<file path="src/include/dtc_defines.svh">
// Offsets, field positions, reset values and latencies of the dither and timestamp registers.
`ifndef DTC_DEFINES_SVH
`define DTC_DEFINES_SVH

// Register indices as printed; byte address is four times the index.
`define DTC_DITH_IDX       10'h09D
`define DTC_LSB_IDX        10'h160
`define DTC_DITH_ADDR      {`DTC_DITH_IDX, 2'h0}
`define DTC_LSB_ADDR       {`DTC_LSB_IDX, 2'h0}
`define DTC_ALIGN_ZERO     2'h0

// Reset values.
`define DTC_DITH_RST       8'h01
`define DTC_LSB_RST        8'h00

// Field positions.
`define DTC_DITH_ON_BIT    0
`define DTC_DITH_SIZE_BIT  1
`define DTC_DITH_ERR_BIT   2
`define DTC_MARK_BIT       0
`define DTC_RSVD_HI        7
`define DTC_DITH_RSVD_LO   3
`define DTC_LSB_RSVD_LO    1

// Sample path geometry.
`define DTC_SAMPLE_W       8
`define DTC_PIPE_DEPTH     4
`define DTC_ILA_CS         2'h0
`define DTC_REG_W          8
`define DTC_PAD_W          24
`define DTC_PAD_ZERO       24'h000000

`endif

</file>
<file path="src/include/dtc_pkg.sv">
// Types shared by the dither and timestamp control design.
package dtc_pkg;

  typedef logic [7:0]  reg8_t;
  typedef logic [11:0] apb_addr_t;
  typedef logic [31:0] apb_data_t;
  typedef logic [3:0]  apb_strb_t;

  typedef enum logic {
    FUSE_WAIT,
    FUSE_LOADED
  } fuse_state_t;

endpackage : dtc_pkg

</file>
<file path="src/design/dither_and_timestamp_control.sv">
// Dither and sample-marker control registers with APB access and marked sample output.
// Behaviour
// - Dither register reset is 0x01, then takes a one-time factory fuse value unless software writes it first.
// - Dither bit 0 turns sample dither on; resets to one.
// - Dither bit 1 picks large dither when set, small dither when clear.
// - Dither bit 2 sends rounding error to offset and half-rate spur when set.
// - Offset-targeted rounding in single-channel mode also raises the quarter-rate spur.
// - Sample control bit 0, reset zero, puts the marker on every sample LSB.
// - Marker path latency equals sample path latency end to end.
// - With marker on, only upper seven sample bits carry conversion data.
// - Alignment sequence always reports zero control bits per sample.
//
// Chosen here: the APB interface to the registers.
`timescale 1ns/1ps
`include "dtc_defines.svh"
module dither_and_timestamp_control (
  // Clock and reset
  input  wire logic                CLK,
  input  wire logic                ARST_N,
  // APB slave
  input  wire logic                PSEL,
  input  wire logic                PENABLE,
  input  wire logic                PWRITE,
  input  wire dtc_pkg::apb_addr_t  PADDR,
  input  wire dtc_pkg::apb_data_t  PWDATA,
  input  wire dtc_pkg::apb_strb_t  PSTRB,
  output dtc_pkg::apb_data_t       PRDATA,
  output logic                     PREADY,
  output logic                     PSLVERR,
  // Factory fuse storage
  input  wire logic                FUSE_VALID,
  input  wire dtc_pkg::reg8_t      FUSE_DATA,
  // Converter mode
  input  wire logic                SINGLE_CHANNEL,
  // Dither controls to the converter core
  output logic                     DITHER_ON,
  output logic                     DITHER_LARGE,
  output logic                     ROUND_TO_OFFSET,
  output logic                     QUARTER_SPUR_RAISE,
  // Sample path
  input  wire logic                SAMPLE_VALID,
  input  wire dtc_pkg::reg8_t      SAMPLE_IN,
  input  wire logic                TIMESTAMP_IN,
  output logic                     SAMPLE_OUT_VALID,
  output dtc_pkg::reg8_t           SAMPLE_OUT,
  // Link framing information
  output logic                     MARKER_ON_LSB,
  output logic [1:0]               ILA_CTRL_BITS
);
  import dtc_pkg::*;

  reg8_t       dith_r;
  reg8_t       lsb_r;
  apb_data_t   prdata_r;
  fuse_state_t fuse_st_r;
  logic        setup;
  logic        access;
  logic        hit_dith;
  logic        hit_lsb;
  logic        wr_dith;
  logic        wr_lsb;
  logic        ts_s1_r;
  logic        ts_s2_r;
  logic        ts_s3_r;
  logic        ts_filt_r;
  logic        spur_r;
  logic        out_valid_r;
  reg8_t       out_r;
  logic [1:0]  ila_r;
  logic [`DTC_SAMPLE_W:0] pipe_in;
  logic [`DTC_SAMPLE_W:0] pipe_out;

  // APB decode. The slave answers with no wait states.
  assign setup    = PSEL && !PENABLE;
  assign access   = PSEL && PENABLE;
  assign hit_dith = (PADDR == `DTC_DITH_ADDR);
  assign hit_lsb  = (PADDR == `DTC_LSB_ADDR);
  assign wr_dith  = access && PWRITE && hit_dith && PSTRB[0];
  assign wr_lsb   = access && PWRITE && hit_lsb && PSTRB[0];
  assign PREADY   = 1'b1;
  assign PSLVERR  = access && !(hit_dith || hit_lsb);
  assign PRDATA   = prdata_r;

  // Read data is sampled in the setup phase so that it leaves a flip-flop.
  always_ff @(posedge CLK or negedge ARST_N) begin
    if (!ARST_N) begin
      prdata_r <= '0;
    end else if (setup && !PWRITE) begin
      if (PADDR == `DTC_DITH_ADDR) begin
        prdata_r <= {`DTC_PAD_ZERO, dith_r};
      end else if (PADDR == `DTC_LSB_ADDR) begin
        prdata_r <= {`DTC_PAD_ZERO, lsb_r};
      end else begin
        prdata_r <= '0;
      end
    end
  end

  // Fuse loader: one load per reset, a software write in the same cycle wins.
  always_ff @(posedge CLK or negedge ARST_N) begin
    if (!ARST_N) begin
      fuse_st_r <= FUSE_WAIT;
    end else begin
      case (fuse_st_r)
        FUSE_WAIT: begin
          if (FUSE_VALID || wr_dith) begin
            fuse_st_r <= FUSE_LOADED;
          end
        end
        FUSE_LOADED: begin
          fuse_st_r <= FUSE_LOADED;
        end
        default: begin
          fuse_st_r <= FUSE_WAIT;
        end
      endcase
    end
  end

  // Dither register.
  always_ff @(posedge CLK or negedge ARST_N) begin
    if (!ARST_N) begin
      dith_r <= `DTC_DITH_RST;
    end else if (wr_dith) begin
      dith_r <= PWDATA[`DTC_REG_W-1:0];
    end else if (fuse_st_r == FUSE_WAIT && FUSE_VALID) begin
      dith_r <= FUSE_DATA;
    end
  end

  // Sample control register.
  always_ff @(posedge CLK or negedge ARST_N) begin
    if (!ARST_N) begin
      lsb_r <= `DTC_LSB_RST;
    end else if (wr_lsb) begin
      lsb_r <= PWDATA[`DTC_REG_W-1:0];
    end
  end

  assign DITHER_ON       = dith_r[`DTC_DITH_ON_BIT];
  assign DITHER_LARGE    = dith_r[`DTC_DITH_SIZE_BIT];
  assign ROUND_TO_OFFSET = dith_r[`DTC_DITH_ERR_BIT];
  assign MARKER_ON_LSB   = lsb_r[`DTC_MARK_BIT];
  assign QUARTER_SPUR_RAISE = spur_r;

  // Mode input comes from on-chip configuration on this clock, so no synchroniser.
  always_ff @(posedge CLK or negedge ARST_N) begin
    if (!ARST_N) begin
      spur_r <= 1'b0;
    end else begin
      spur_r <= dith_r[`DTC_DITH_ERR_BIT] && SINGLE_CHANNEL;
    end
  end

  // The marker pin is asynchronous; a change is accepted once two stages agree.
  always_ff @(posedge CLK or negedge ARST_N) begin
    if (!ARST_N) begin
      ts_s1_r   <= 1'b0;
      ts_s2_r   <= 1'b0;
      ts_s3_r   <= 1'b0;
      ts_filt_r <= 1'b0;
    end else begin
      ts_s1_r <= TIMESTAMP_IN;
      ts_s2_r <= ts_s1_r;
      ts_s3_r <= ts_s2_r;
      if (ts_s2_r == ts_s3_r) begin
        ts_filt_r <= ts_s3_r;
      end
    end
  end

  assign pipe_in = {SAMPLE_VALID, SAMPLE_IN};

  marker_delay #(
    .WIDTH (`DTC_SAMPLE_W + 1),
    .DEPTH (`DTC_PIPE_DEPTH)
  ) u_sample_delay (
    .clk    (CLK),
    .arst_n (ARST_N),
    .din    (pipe_in),
    .dout   (pipe_out)
  );

  // Output stage. Switching the marker mid-stream takes effect on the next word.
  always_ff @(posedge CLK or negedge ARST_N) begin
    if (!ARST_N) begin
      out_valid_r <= 1'b0;
      out_r       <= '0;
    end else begin
      out_valid_r <= pipe_out[`DTC_SAMPLE_W];
      if (lsb_r[`DTC_MARK_BIT]) begin
        out_r <= {pipe_out[`DTC_SAMPLE_W-1:1], ts_filt_r};
      end else begin
        out_r <= pipe_out[`DTC_SAMPLE_W-1:0];
      end
    end
  end

  assign SAMPLE_OUT_VALID = out_valid_r;
  assign SAMPLE_OUT       = out_r;

  // The marker bit is never advertised, so the link sees no control bits.
  always_ff @(posedge CLK or negedge ARST_N) begin
    if (!ARST_N) begin
      ila_r <= `DTC_ILA_CS;
    end else begin
      ila_r <= `DTC_ILA_CS;
    end
  end

  assign ILA_CTRL_BITS = ila_r;

  property p_fuse_load;
    @(posedge CLK) disable iff (!ARST_N)
    (fuse_st_r == FUSE_WAIT && FUSE_VALID && !wr_dith) |=> (dith_r == $past(FUSE_DATA))
      ##1 (fuse_st_r == FUSE_LOADED);
  endproperty
  a_fuse_load: assert property (p_fuse_load)
    else $error("Fuse value not loaded into dither register.");

  property p_dither_on;
    @(posedge CLK) disable iff (!ARST_N)
    wr_dith |=> (DITHER_ON == $past(PWDATA[`DTC_DITH_ON_BIT]));
  endproperty
  a_dither_on: assert property (p_dither_on)
    else $error("Dither enable does not follow write.");

  property p_dither_size_read;
    @(posedge CLK) disable iff (!ARST_N)
    (setup && !PWRITE && hit_dith) |=> (PRDATA[`DTC_DITH_SIZE_BIT] == DITHER_LARGE);
  endproperty
  a_dither_size_read: assert property (p_dither_size_read)
    else $error("Dither size readback mismatch.");

  property p_round_target;
    @(posedge CLK) disable iff (!ARST_N)
    wr_dith ##1 !wr_dith |-> (ROUND_TO_OFFSET == $past(PWDATA[`DTC_DITH_ERR_BIT], 2));
  endproperty
  a_round_target: assert property (p_round_target)
    else $error("Rounding target does not follow write.");

  property p_quarter_spur;
    @(posedge CLK) disable iff (!ARST_N)
    ##1 (QUARTER_SPUR_RAISE == ($past(ROUND_TO_OFFSET) && $past(SINGLE_CHANNEL)));
  endproperty
  a_quarter_spur: assert property (p_quarter_spur)
    else $error("Quarter-rate spur flag wrong.");

  property p_marker_off_lsb;
    @(posedge CLK) disable iff (!ARST_N)
    (SAMPLE_OUT_VALID && !$past(MARKER_ON_LSB)) |-> (SAMPLE_OUT[0] == $past(SAMPLE_IN[0], 5));
  endproperty
  a_marker_off_lsb: assert property (p_marker_off_lsb)
    else $error("LSB altered while marker is off.");

  property p_marker_latency;
    @(posedge CLK) disable iff (!ARST_N)
    (SAMPLE_OUT_VALID && $past(MARKER_ON_LSB)
      && $past(TIMESTAMP_IN, 3) == $past(TIMESTAMP_IN, 4)
      && $past(TIMESTAMP_IN, 4) == $past(TIMESTAMP_IN, 5)
      && $past(TIMESTAMP_IN, 5) == $past(TIMESTAMP_IN, 6)
      && $past(TIMESTAMP_IN, 6) == $past(TIMESTAMP_IN, 7))
      |-> (SAMPLE_OUT[0] == $past(TIMESTAMP_IN, 5));
  endproperty
  a_marker_latency: assert property (p_marker_latency)
    else $error("Marker not aligned with its sample.");

  property p_upper_bits;
    @(posedge CLK) disable iff (!ARST_N)
    SAMPLE_OUT_VALID |-> (SAMPLE_OUT[7:1] == $past(SAMPLE_IN[7:1], 5))
      && $past(SAMPLE_VALID, 5);
  endproperty
  a_upper_bits: assert property (p_upper_bits)
    else $error("Upper sample bits or latency wrong.");

  property p_ila_zero;
    @(posedge CLK) disable iff (!ARST_N)
    $rose(MARKER_ON_LSB) |-> (ILA_CTRL_BITS == `DTC_ILA_CS) [*3];
  endproperty
  a_ila_zero: assert property (p_ila_zero)
    else $error("Alignment sequence reports control bits.");

  property p_reserved_kept;
    @(posedge CLK) disable iff (!ARST_N)
    wr_lsb |=> (lsb_r[`DTC_RSVD_HI:`DTC_LSB_RSVD_LO]
      == $past(PWDATA[`DTC_RSVD_HI:`DTC_LSB_RSVD_LO]));
  endproperty
  a_reserved_kept: assert property (p_reserved_kept)
    else $error("Reserved bits not stored.");

endmodule : dither_and_timestamp_control

</file>
<file path="src/design/marker_delay.sv">
// Fixed-depth delay line that keeps sample words in step with the synchronised marker.
`timescale 1ns/1ps
module marker_delay #(
  parameter int WIDTH = 9,
  parameter int DEPTH = 4
) (
  // Clock and reset
  input  wire logic             clk,
  input  wire logic             arst_n,
  // Data
  input  wire logic [WIDTH-1:0] din,
  output logic      [WIDTH-1:0] dout
);

  logic [WIDTH-1:0] stage_r [DEPTH];

  always_ff @(posedge clk or negedge arst_n) begin
    if (!arst_n) begin
      for (int i = 0; i < DEPTH; i++) begin
        stage_r[i] <= '0;
      end
    end else begin
      stage_r[0] <= din;
      for (int i = 1; i < DEPTH; i++) begin
        stage_r[i] <= stage_r[i-1];
      end
    end
  end

  assign dout = stage_r[DEPTH-1];

endmodule : marker_delay

</file>
<file path="config.mk">
export PLATFORM = sky130hd
export DESIGN_NAME = dither_and_timestamp_control
export DESIGN_NICKNAME = d
export VERILOG_FILES = /design/src/include/dtc_pkg.sv /design/src/design/dither_and_timestamp_control.sv /design/src/design/marker_delay.sv
export VERILOG_INCLUDE_DIRS = /design/src /design/src/include
export SDC_FILE = /design/constraint.sdc
export NUM_CORES = 1
export LEC_CHECK = 0
export BUFFER_PORTS_ARGS = -buffer_cell sky130_fd_sc_hd__buf_4
export CORE_ASPECT_RATIO = 0.8
export CORE_UTILIZATION = 41
export DETAILED_ROUTE_END_ITERATION = 12
export GPL_ROUTABILITY_DRIVEN = 0
export GPL_TIMING_DRIVEN = 1
export HOLD_SLACK_MARGIN = 0.06
export MAX_ROUTING_LAYER = met4
export PLACE_DENSITY = 0.75
export SETUP_SLACK_MARGIN = 0.5
export SYNTH_ARGS = -nofsm -noshare
export SYNTH_HDL_FRONTEND = slang
export SYNTH_SLANG_ARGS = --single-unit
</file>
<file path="constraint.sdc">
create_clock -name CLK -period 1.2 [get_ports CLK]
set_input_delay 0.12 -clock CLK [delete_from_list [all_inputs] [get_ports CLK]]
set_output_delay 0.12 -clock CLK [all_outputs]
set_load 0.05 [all_outputs]
</file>
# After elaboration in Yosys (flattened, before gate mapping)
# Index checks and enable logic that the tools add are counted.
[word_totals]
ff_bits = 99
latchBits = 0
mem_bits_rw = 0
romBits = 0
input_bits = 73
out_inout_bits = 50
wordCells = 43
mem_count = 0
[classes]
addsub = 0
multipliers = 0
div = 0
magnitude_cmp = 0
n_eq_ne = 3
n_shift = 0
n_mux = 7
n_bitwise = 1
reduce_logical = 17
[op_table]
columns = ["operator", "count"]
rows = [
  ["2-to-1 mux 32 bit", 1],
  ["2-to-1 mux 8 bit", 3],
  ["== test 12 x 10 -> 1 bit (second input constant)", 1],
  ["== test 12 x 11 -> 1 bit (second input constant)", 1],
  ["logical AND 1 bit", 11],
  ["zero test 1 bit", 3],
  ["logical OR 1 bit", 2],
  ["2-to-1 mux 1 bit", 2],
  ["case mux 1 bit (2 select lines)", 1],
  ["nonzero test 2 bit", 1],
  ["== test 1 bit", 1],
  ["NOT 1 bit", 1],
]

# Logic depth before layout (Yosys ltp)
# Gate-level depths: netlist of the first run.
[logic_depth]
depth_word = 7
mapped_depth = 5
mapped_depth_nobuf = 4

# Modules after synthesis
# Synthesis of the first run repeated with hierarchy kept, for this count alone.
[unflattened]
cells_unflattened = 191
hier_area_um2 = 2751.4
[modules_own_cells]
columns = ["module", "n_inst", "cells_each", "area_each_um2", "seq_area_each_um2"]
rows = [
  ["dither_and_timestamp_control", 1, 146, 1783.0, 977.2],
  ["marker_delay", 1, 45, 968.4, 900.9],
]

# Worst setup path after synthesis of the first run
# No wires, ideal clock.
[synth_path]
path_type = "input to register"
startpoint = "input port PADDR[1]"
endpoint = "register dith_r[5]"
setup_ns = 0.126
arrival_ns = 1.338
t_required_ns = 1.074
slack_ns = -0.264
path_stages = 4
n_path_buf = 1
path_cell_list = "or4_4 > nor4_4 > buf_6 > o21ai_0"
[synth_via]
elab_chain_len = 4
word_cells_on_any_way = 5
classes_between = "eq/ne: 1; mux: 1; reduce/logical: 3"
[synth_lines]
columns = ["element", "line", "rtl"]
rows = [
  ["from (decl)", "dither_and_timestamp_control.sv:24", "input wire dtc_pkg::apb_addr_t PADDR,"],
  ["== test 12 x 10 -> 1 bit (no line) (*)", "n/a", ""],
  ["logical AND 1 bit (*) (2 in a row)", "dither_and_timestamp_control.sv:78", "assign wr_dith = access && PWRITE && hit_dith && PSTRB[0];"],
  ["2-to-1 mux 8 bit / nonzero test 2 bit (equally long branches)", "n/a", ""],
  ["to (signal assigned)", "dither_and_timestamp_control.sv:123", "dith_r <= `DTC_DITH_RST;"],
  ["to (signal assigned)", "dither_and_timestamp_control.sv:125", "dith_r <= PWDATA[`DTC_REG_W-1:0];"],
  ["to (decl)", "dither_and_timestamp_control.sv:52", "reg8_t dith_r;"],
]
# Mark *: on every way between the ends. The rest lies on a longest branch, timed or not.
# A chain may end at the register's enable or synchronous reset.

# Worst setup path in the final report of the first run
[layout_path]
startpoint = "input port PADDR[11]"
endpoint = "register dith_r[2]"
# The elaborated chain is that of the path after synthesis.

==> impl_metrics.py, run 1 <==
metrics = {
    "clock_network": {
        "numClockSinks": 75,
        "cts_root_buf": "clkbuf_8",
        "numCtsBuffers": 9,
        "ctsHtreeMaxLevel": 3,
        "clock_path_buffers": 2,
        "path_clk_slew_ns": 0.07,
        "cts-hold-fix-buffers": 18,
        "cts_tree": "done",
        "clock_latency_ns": 0.34,
    },
    "pwr": {
        "leakage_nw": 2.06,
        "finalPower_mw": 5.34,
        "pwr-share-comb_pct": 14.6,
        "p_sw_share_pct": 26.7,
        "netSwitchingPower_mw": 1.42,
        "power_density_nw_per_um2": 1300,
        "irDropWorstVdd_uv": 777,
        "internal-power_mw": 3.92,
        "pwr-share-seq_pct": 50.7,
        "pwr-share-clk_pct": 34.8,
    },
    "global_routing": {
        "overflow": 0,
        "grt_pass1_wl_um": 8070,
        "track_usage_pct": 16.7,
        "grt_max_degree": 29,
        "grt_pass1_vias": 1629,
        "antenna_found_initial": 0,
    },
    "synthesis": {
        "async_flop_share_pct": 100,
        "ys_types": 33,
        "syn_area_per_cell_um2": 14.7,
        "seq_area_frac_synth_pct": 70.0,
        "synthFlopType": "dfrtp_1",
        "yosys_warnings": 0,
        "syn_inst": 182,
        "syn_area_um2": 2680,
        "ys_ff_latch": 75,
        "synth_edf_count": 0,
    },
    "layout": {
        "final_cell_mix": "54 x dfrtp_1, 52 x buf_4, 34 x buf_6, 27 x conb_1, 20 x dfrtp_2",
        "diodes": 0,
        "drive_gt1_share_pct": 53.9,
        "area_growth_pct": 53.4,
        "final_common_cell": "dfrtp_1",
        "fin_nets": 372,
    },
    "worst_setup_path": {
        "r2r-start": "fuse_st_r",
        "worstPathRequired_ns": 1.43,
        "reg2reg_to": "dith_r[2]",
        "endpoint_kind": "flop",
        "critPathKind": "input port to flop",
        "r2r_cells": 4,
        "critPathLaunchType": "input port",
        "path_max_fanout": 5,
        "r2r_slack_ns": 0.10,
        "arrival_ns": 1.49,
        "startpoint": "PADDR[11]",
    },
    "floorplan": {
        "die_x_um": 92.5,
        "core_area_um2": 6100,
        "die_area_um2": 6880,
        "start_util_pct": 44.0,
        "die_h_um": 74.4,
        "num_rows": 25,
        "io_pins": 123,
    },
    "drt": {
        "vias": 1787,
        "vias_per_cell": 4.64,
        "drtIter0Drc": 91,
        "wirelength_um": 6190,
        "drt_first_pass_iters": 4,
        "wl_per_cell_um": 16.1,
        "remaining_drc_errors": 0,
        "ant_nets": 0,
    },
    "sta": {
        "setup_viol": 1,
        "clock_skew_ns": 0.00810,
        "maxSlewViolCount": 0,
        "layout_setup_ws_ns": -0.0515,
        "post-route-period-util_pct": 104,
        "hold_viol": 27,
        "hold_slack_ns": -0.301,
        "timing.fmax_mhz": 799,
        "rsz0062_at_grt": "yes",
        "finalCriticalPeriod_ns": 1.25,
    },
    "run_status": {
        "failed_checks": "hold timing, setup timing",
        "status": "finished with violations",
    },
    "hold_path": {
        "hold_class": "input port to async pin",
    },
    "placement": {
        "hpwlAfterDp_um": 3540,
        "io_buffers": 68,
    },
    "flow_run": {
        "maxCapViolCount": 0,
    },
}
==> layout make-up <==
| type | instances | area, um2 |
|---|---|---|
| fillers | 442 | 1980 |
| clock inverters | 6 | 65.1 |
| inverters | 1 | 3.75 |
| well taps | 81 | 101 |
| clock buffers | 10 | 128 |
| multi-input cells | 100 | 802 |
| flip-flops and latches | 75 | 1900 |
| repair buffers | 112 | 1110 |
==> registers in the layout (all words and copies together), names as in the netlist, 8 cells and up <==
signal / flops
dith_r: 8
PRDATA: 8
SAMPLE_OUT: 8
u_sample_delay.stage_r: 27
lsb_r: 8
u_sample_delay.dout: 9
==> stage by stage <==
step	util, %	setup TNS, ns	worst slack [ns]	instances	area, um2
after floorplan	-	-3.10	-0.142	207	2840
after global placement	55.1	-6.99	-0.334	337	3360
after detailed placement	55.1	-7.44	-0.349	337	3360
after CTS	64.5	0	0.0327	377	3940
after global routing	67.5	-0.0694	-0.0530	385	4120
final	67.5	-0.0515	-0.0515	385	4120
==> power by group through the flow <==
stage / sequential (mW) / clock [mW] / combinational [mW]
2_1_floorplan: 2.85 / 0 / 0.318
3_3_place_gp: 2.74 / 0 / 0.616
3_5_place_dp: 2.75 / 0 / 0.624
4_1_cts: 2.70 / 1.91 / 0.734
5_1_grt: 2.71 / 2.05 / 0.816
6_report: 2.70 / 1.86 / 0.778
==> worst max path at each step <==
stage,cells past startpoint,slack [ns],end
finish,7,-0.05,dith_r[2]
CTS,1,0.03,DITHER_ON
detailed placement,5,-0.35,lsb_r[3]
global route,7,-0.05,dith_r[2]
floorplan,3,-0.14,PRDATA[7]
global placement,5,-0.33,lsb_r[1]
==> logic make-up (layout without fill, tap and decap cells) <==
logic type / after synthesis / count (layout) / synth area share [%]
muxes: 17 / 17 / 6.76
adders and majority gates: 1 / 1 / 0.373
DFF: 75 / 75 / 70.0
AOI/OAI and AO/OA: 24 / 24 / 6.11
other: 2 / 27 / 0.280
and+or+nand+nor: 31 / 31 / 7.93
buffers and inverters: 32 / 129 / 8.58
==> synth_stat cells (2+ instances only) <==
cell	n	area, um2
a22o_1	7	61.3
nor4_4	2	42.5
buf_4	27	203
nor4_1	2	12.5
o21ai_0	9	45.0
conb_1	2	7.51
mux2_2	9	101
dfrtp_1	74	1850
mux2i_1	8	80.1
a21o_1	7	52.6
nand3_1	2	10.0
nand2_1	12	45.0
==> metal layers <==
| layer | vias to the layer above | track usage [%] | part of all wire (%) |
|---|---|---|---|
| met3 | 11 | 5.83 | 5.1 |
| li1 | 809 | - | - |
| met4 | 0 | 5.73 | 1.6 |
| met2 | 76 | 25.9 | 53 |
| met1 | 891 | 20.7 | 40 |
| met5 | - | - | 0 |
==> critical path, cell delays in order <==
cell and delay, ns:
buf_8 0.09, or4_4 0.59, nor4_4 0.18, buf_4 0.19
buf_12 0.13, nand2_1 0.08, o21ai_0 0.11
==> what timing repair did <==
action,4_1_cts,5_1_grt
setup buffers,6,6
gates resized for setup,40,30
gates cloned,0,2
pin swaps,9,12
endpoints found under the hold margin,102,80
setup endpoints to repair,50,51
No activity file was read; power rests on OpenSTA's default activity.
==> inputs of run 2 (changes only) <==
--- a/config.mk
+++ b/config.mk
@@ -7,8 +7,10 @@
 export NUM_CORES = 1
 export LEC_CHECK = 0
 export BUFFER_PORTS_ARGS = -buffer_cell sky130_fd_sc_hd__buf_4
+export CELL_PAD_IN_SITES_DETAIL_PLACEMENT = 0
+export CELL_PAD_IN_SITES_GLOBAL_PLACEMENT = 2
 export CORE_ASPECT_RATIO = 0.8
-export CORE_UTILIZATION = 41
+export CORE_UTILIZATION = 26
 export DETAILED_ROUTE_END_ITERATION = 12
 export GPL_ROUTABILITY_DRIVEN = 0
 export GPL_TIMING_DRIVEN = 1
==> run 2 against run 1 <==
The flow finishes with violations (hold timing). Hold slack gained 0.022 ns. Critical path depth decreased by 6. Wire length is 10% lower. Clock skew is 0.0016 ns lower. Highest routed layer unchanged. Setup slack improved by 0.11 ns. Non-clock buffer count is 5 lower. Die area grew 56%. Global-route usage shrank 4.9 points.
==> impl_metrics.py, run 2 (synthesized netlist as in run 1, its figures left out) <==
metrics = {
    "run_status": {
        "status": "finished with violations",
        "failed_checks": "hold timing",
    },
    "layout": {
        "largest_reg_flops": 27,
        "fin_nets": 367,
        "drive_gt1_share_pct": 51.8,
        "diodes": 0,
        "fin_util_pct": 42.3,
        "area_growth_pct": 55.3,
        "final_cell_mix": "55 x dfrtp_1, 55 x buf_4, 31 x buf_6, 27 x conb_1, 19 x dfrtp_2",
        "largest_register": "u_sample_delay.stage_r",
    },
    "drt": {
        "remaining_drc_errors": 0,
        "ant_nets": 0,
        "vias": 1718,
        "drt_first_pass_iters": 4,
        "drtIter0Drc": 127,
        "vias_per_cell": 3.95,
        "wirelength_um": 5550,
        "wl_per_cell_um": 12.8,
    },
    "worst_setup_path": {
        "crit_chain": "buf_8",
        "critPathKind": "flop to output port",
        "worstPathRequired_ns": 1.08,
        "cp_top_family": "flip-flops",
        "endpoint_kind": "output port",
        "cp_slowest_cell": "dfstp_2",
        "timing.critical_path.buf_inv": 1,
        "max_stage_delay_ns": 0.54,
        "path_max_fanout": 2,
        "critPathLaunchType": "flop",
        "arrival_ns": 1.02,
    },
    "global_routing": {
        "overflow": 0,
        "grt_pass1_vias": 1755,
        "track_usage_pct": 11.8,
        "grt_max_degree": 30,
        "antenna_found_initial": 0,
        "grt_pass1_wl_um": 8890,
    },
    "sta": {
        "hold_viol": 25,
        "rsz0062_at_grt": "yes",
        "clock_skew_ns": 0.00654,
        "timing.fmax_mhz": 879,
        "maxSlewViolCount": 0,
        "hold_slack_ns": -0.280,
        "setup_viol": 0,
        "finalCriticalPeriod_ns": 1.14,
        "post-route-period-util_pct": 94.8,
    },
    "hold_path": {
        "hold_class": "input port to async pin",
    },
    "clock_network": {
        "numClockSinks": 75,
        "clock_path_buffers": 2,
        "cts-hold-fix-buffers": 14,
        "cts_root_buf": "clkbuf_16",
        "path_clk_slew_ns": 0.06,
        "cts_tree": "done",
        "ctsHtreeMaxLevel": 3,
        "numCtsBuffers": 9,
        "clock_latency_ns": 0.33,
    },
    "floorplan": {
        "die_area_um2": 10700,
        "io_pins": 123,
        "die_x_um": 116,
        "core_area_um2": 9850,
        "start_util_pct": 27.2,
        "num_rows": 32,
        "die_h_um": 92.9,
    },
    "placement": {
        "hpwlAfterDp_um": 3810,
        "io_buffers": 68,
    },
    "flow_run": {
        "maxCapViolCount": 0,
    },
    "pwr": {
        "irDropWorstVdd_uv": 714,
        "power_density_nw_per_um2": 1480,
        "leakage_nw": 2.06,
    },
}
run 2: cell count changes in the layout (fill, tap and decap cells not counted), moves of 2 or more:
cell	before	now
buf_4	52	55
buf_6	34	31
clkbuf_16	2	9
clkbuf_8	9	1
dlygate4sd3_1	18	14
inv_6	1	3
nand2_1	5	12
nand2_2	5	0
nand2_4	2	0
o21ai_0	1	7
o21ai_1	6	1
run 2: final timing paths:
check	start	to	slack, ns	cells past startpoint
worst min register to register	u_sample_delay.dout[1]	SAMPLE_OUT[1]	0.35	0
worst max register to register	lsb_r[7]	PRDATA[7]	0.15	3
worst max-delay path	dith_r[0]	DITHER_ON	0.06	1
min in group CLK	PWDATA[7]	dith_r[7]	0.01	3
max in group asynchronous	ARST_N	SAMPLE_OUT[1]	0.98	2
worst min-delay path	ARST_N	u_sample_delay.stage_r[20]	-0.28	1
run 2: layer usage:
| metal | GRT usage [%] | vias up | part of all wire (%) |
|---|---|---|---|
| met2 | 16.8 | 52 | 50 |
| met1 | 14.5 | 850 | 43 |
| met3 | 3.53 | 14 | 3.9 |
| li1 | - | 802 | - |
| met5 | - | - | 0 |
| met4 | 7.47 | 0 | 3.1 |
run 2: report_power, final:
group	internal, mW	switching (mW)
Sequential	2.66	0.0478
Combinational	0.288	0.461
Clock	1.68	1.03
run 2: area by class of cell:
cell class,count,area [um2]
fill,922,5680
clock inverter,6,68.8
multi-input combinational,100,757
inverter,1,3.75
tap,136,170
clock buffer,10,239
sequential,75,1900
timing repair buffer,107,1030
run 2: repair_timing:
action / in CTS / in global routing
cloned: 0 / 0
hold endpoints to repair: 90 / 34
resized for setup: 43 / 8
setup endpoints to repair: 50 / 51
pin swaps: 10 / 4
buffers inserted: 11 / 0
run 2: stage by stage:
step           setup WS, ns  total power [mW]  TNS [ns]  std cells  cell area, um2
3_3_place_gp         -0.332              3.37     -7.08        394            3440
6_report             0.0626              6.16         0        435            4170
4_1_cts              0.0472              6.23         0        435            4140
5_1_grt              0.0159              6.43         0        435            4170
2_1_floorplan        -0.142              3.16     -3.10        207            2840
3_5_place_dp         -0.334              3.38     -7.29        394            3440
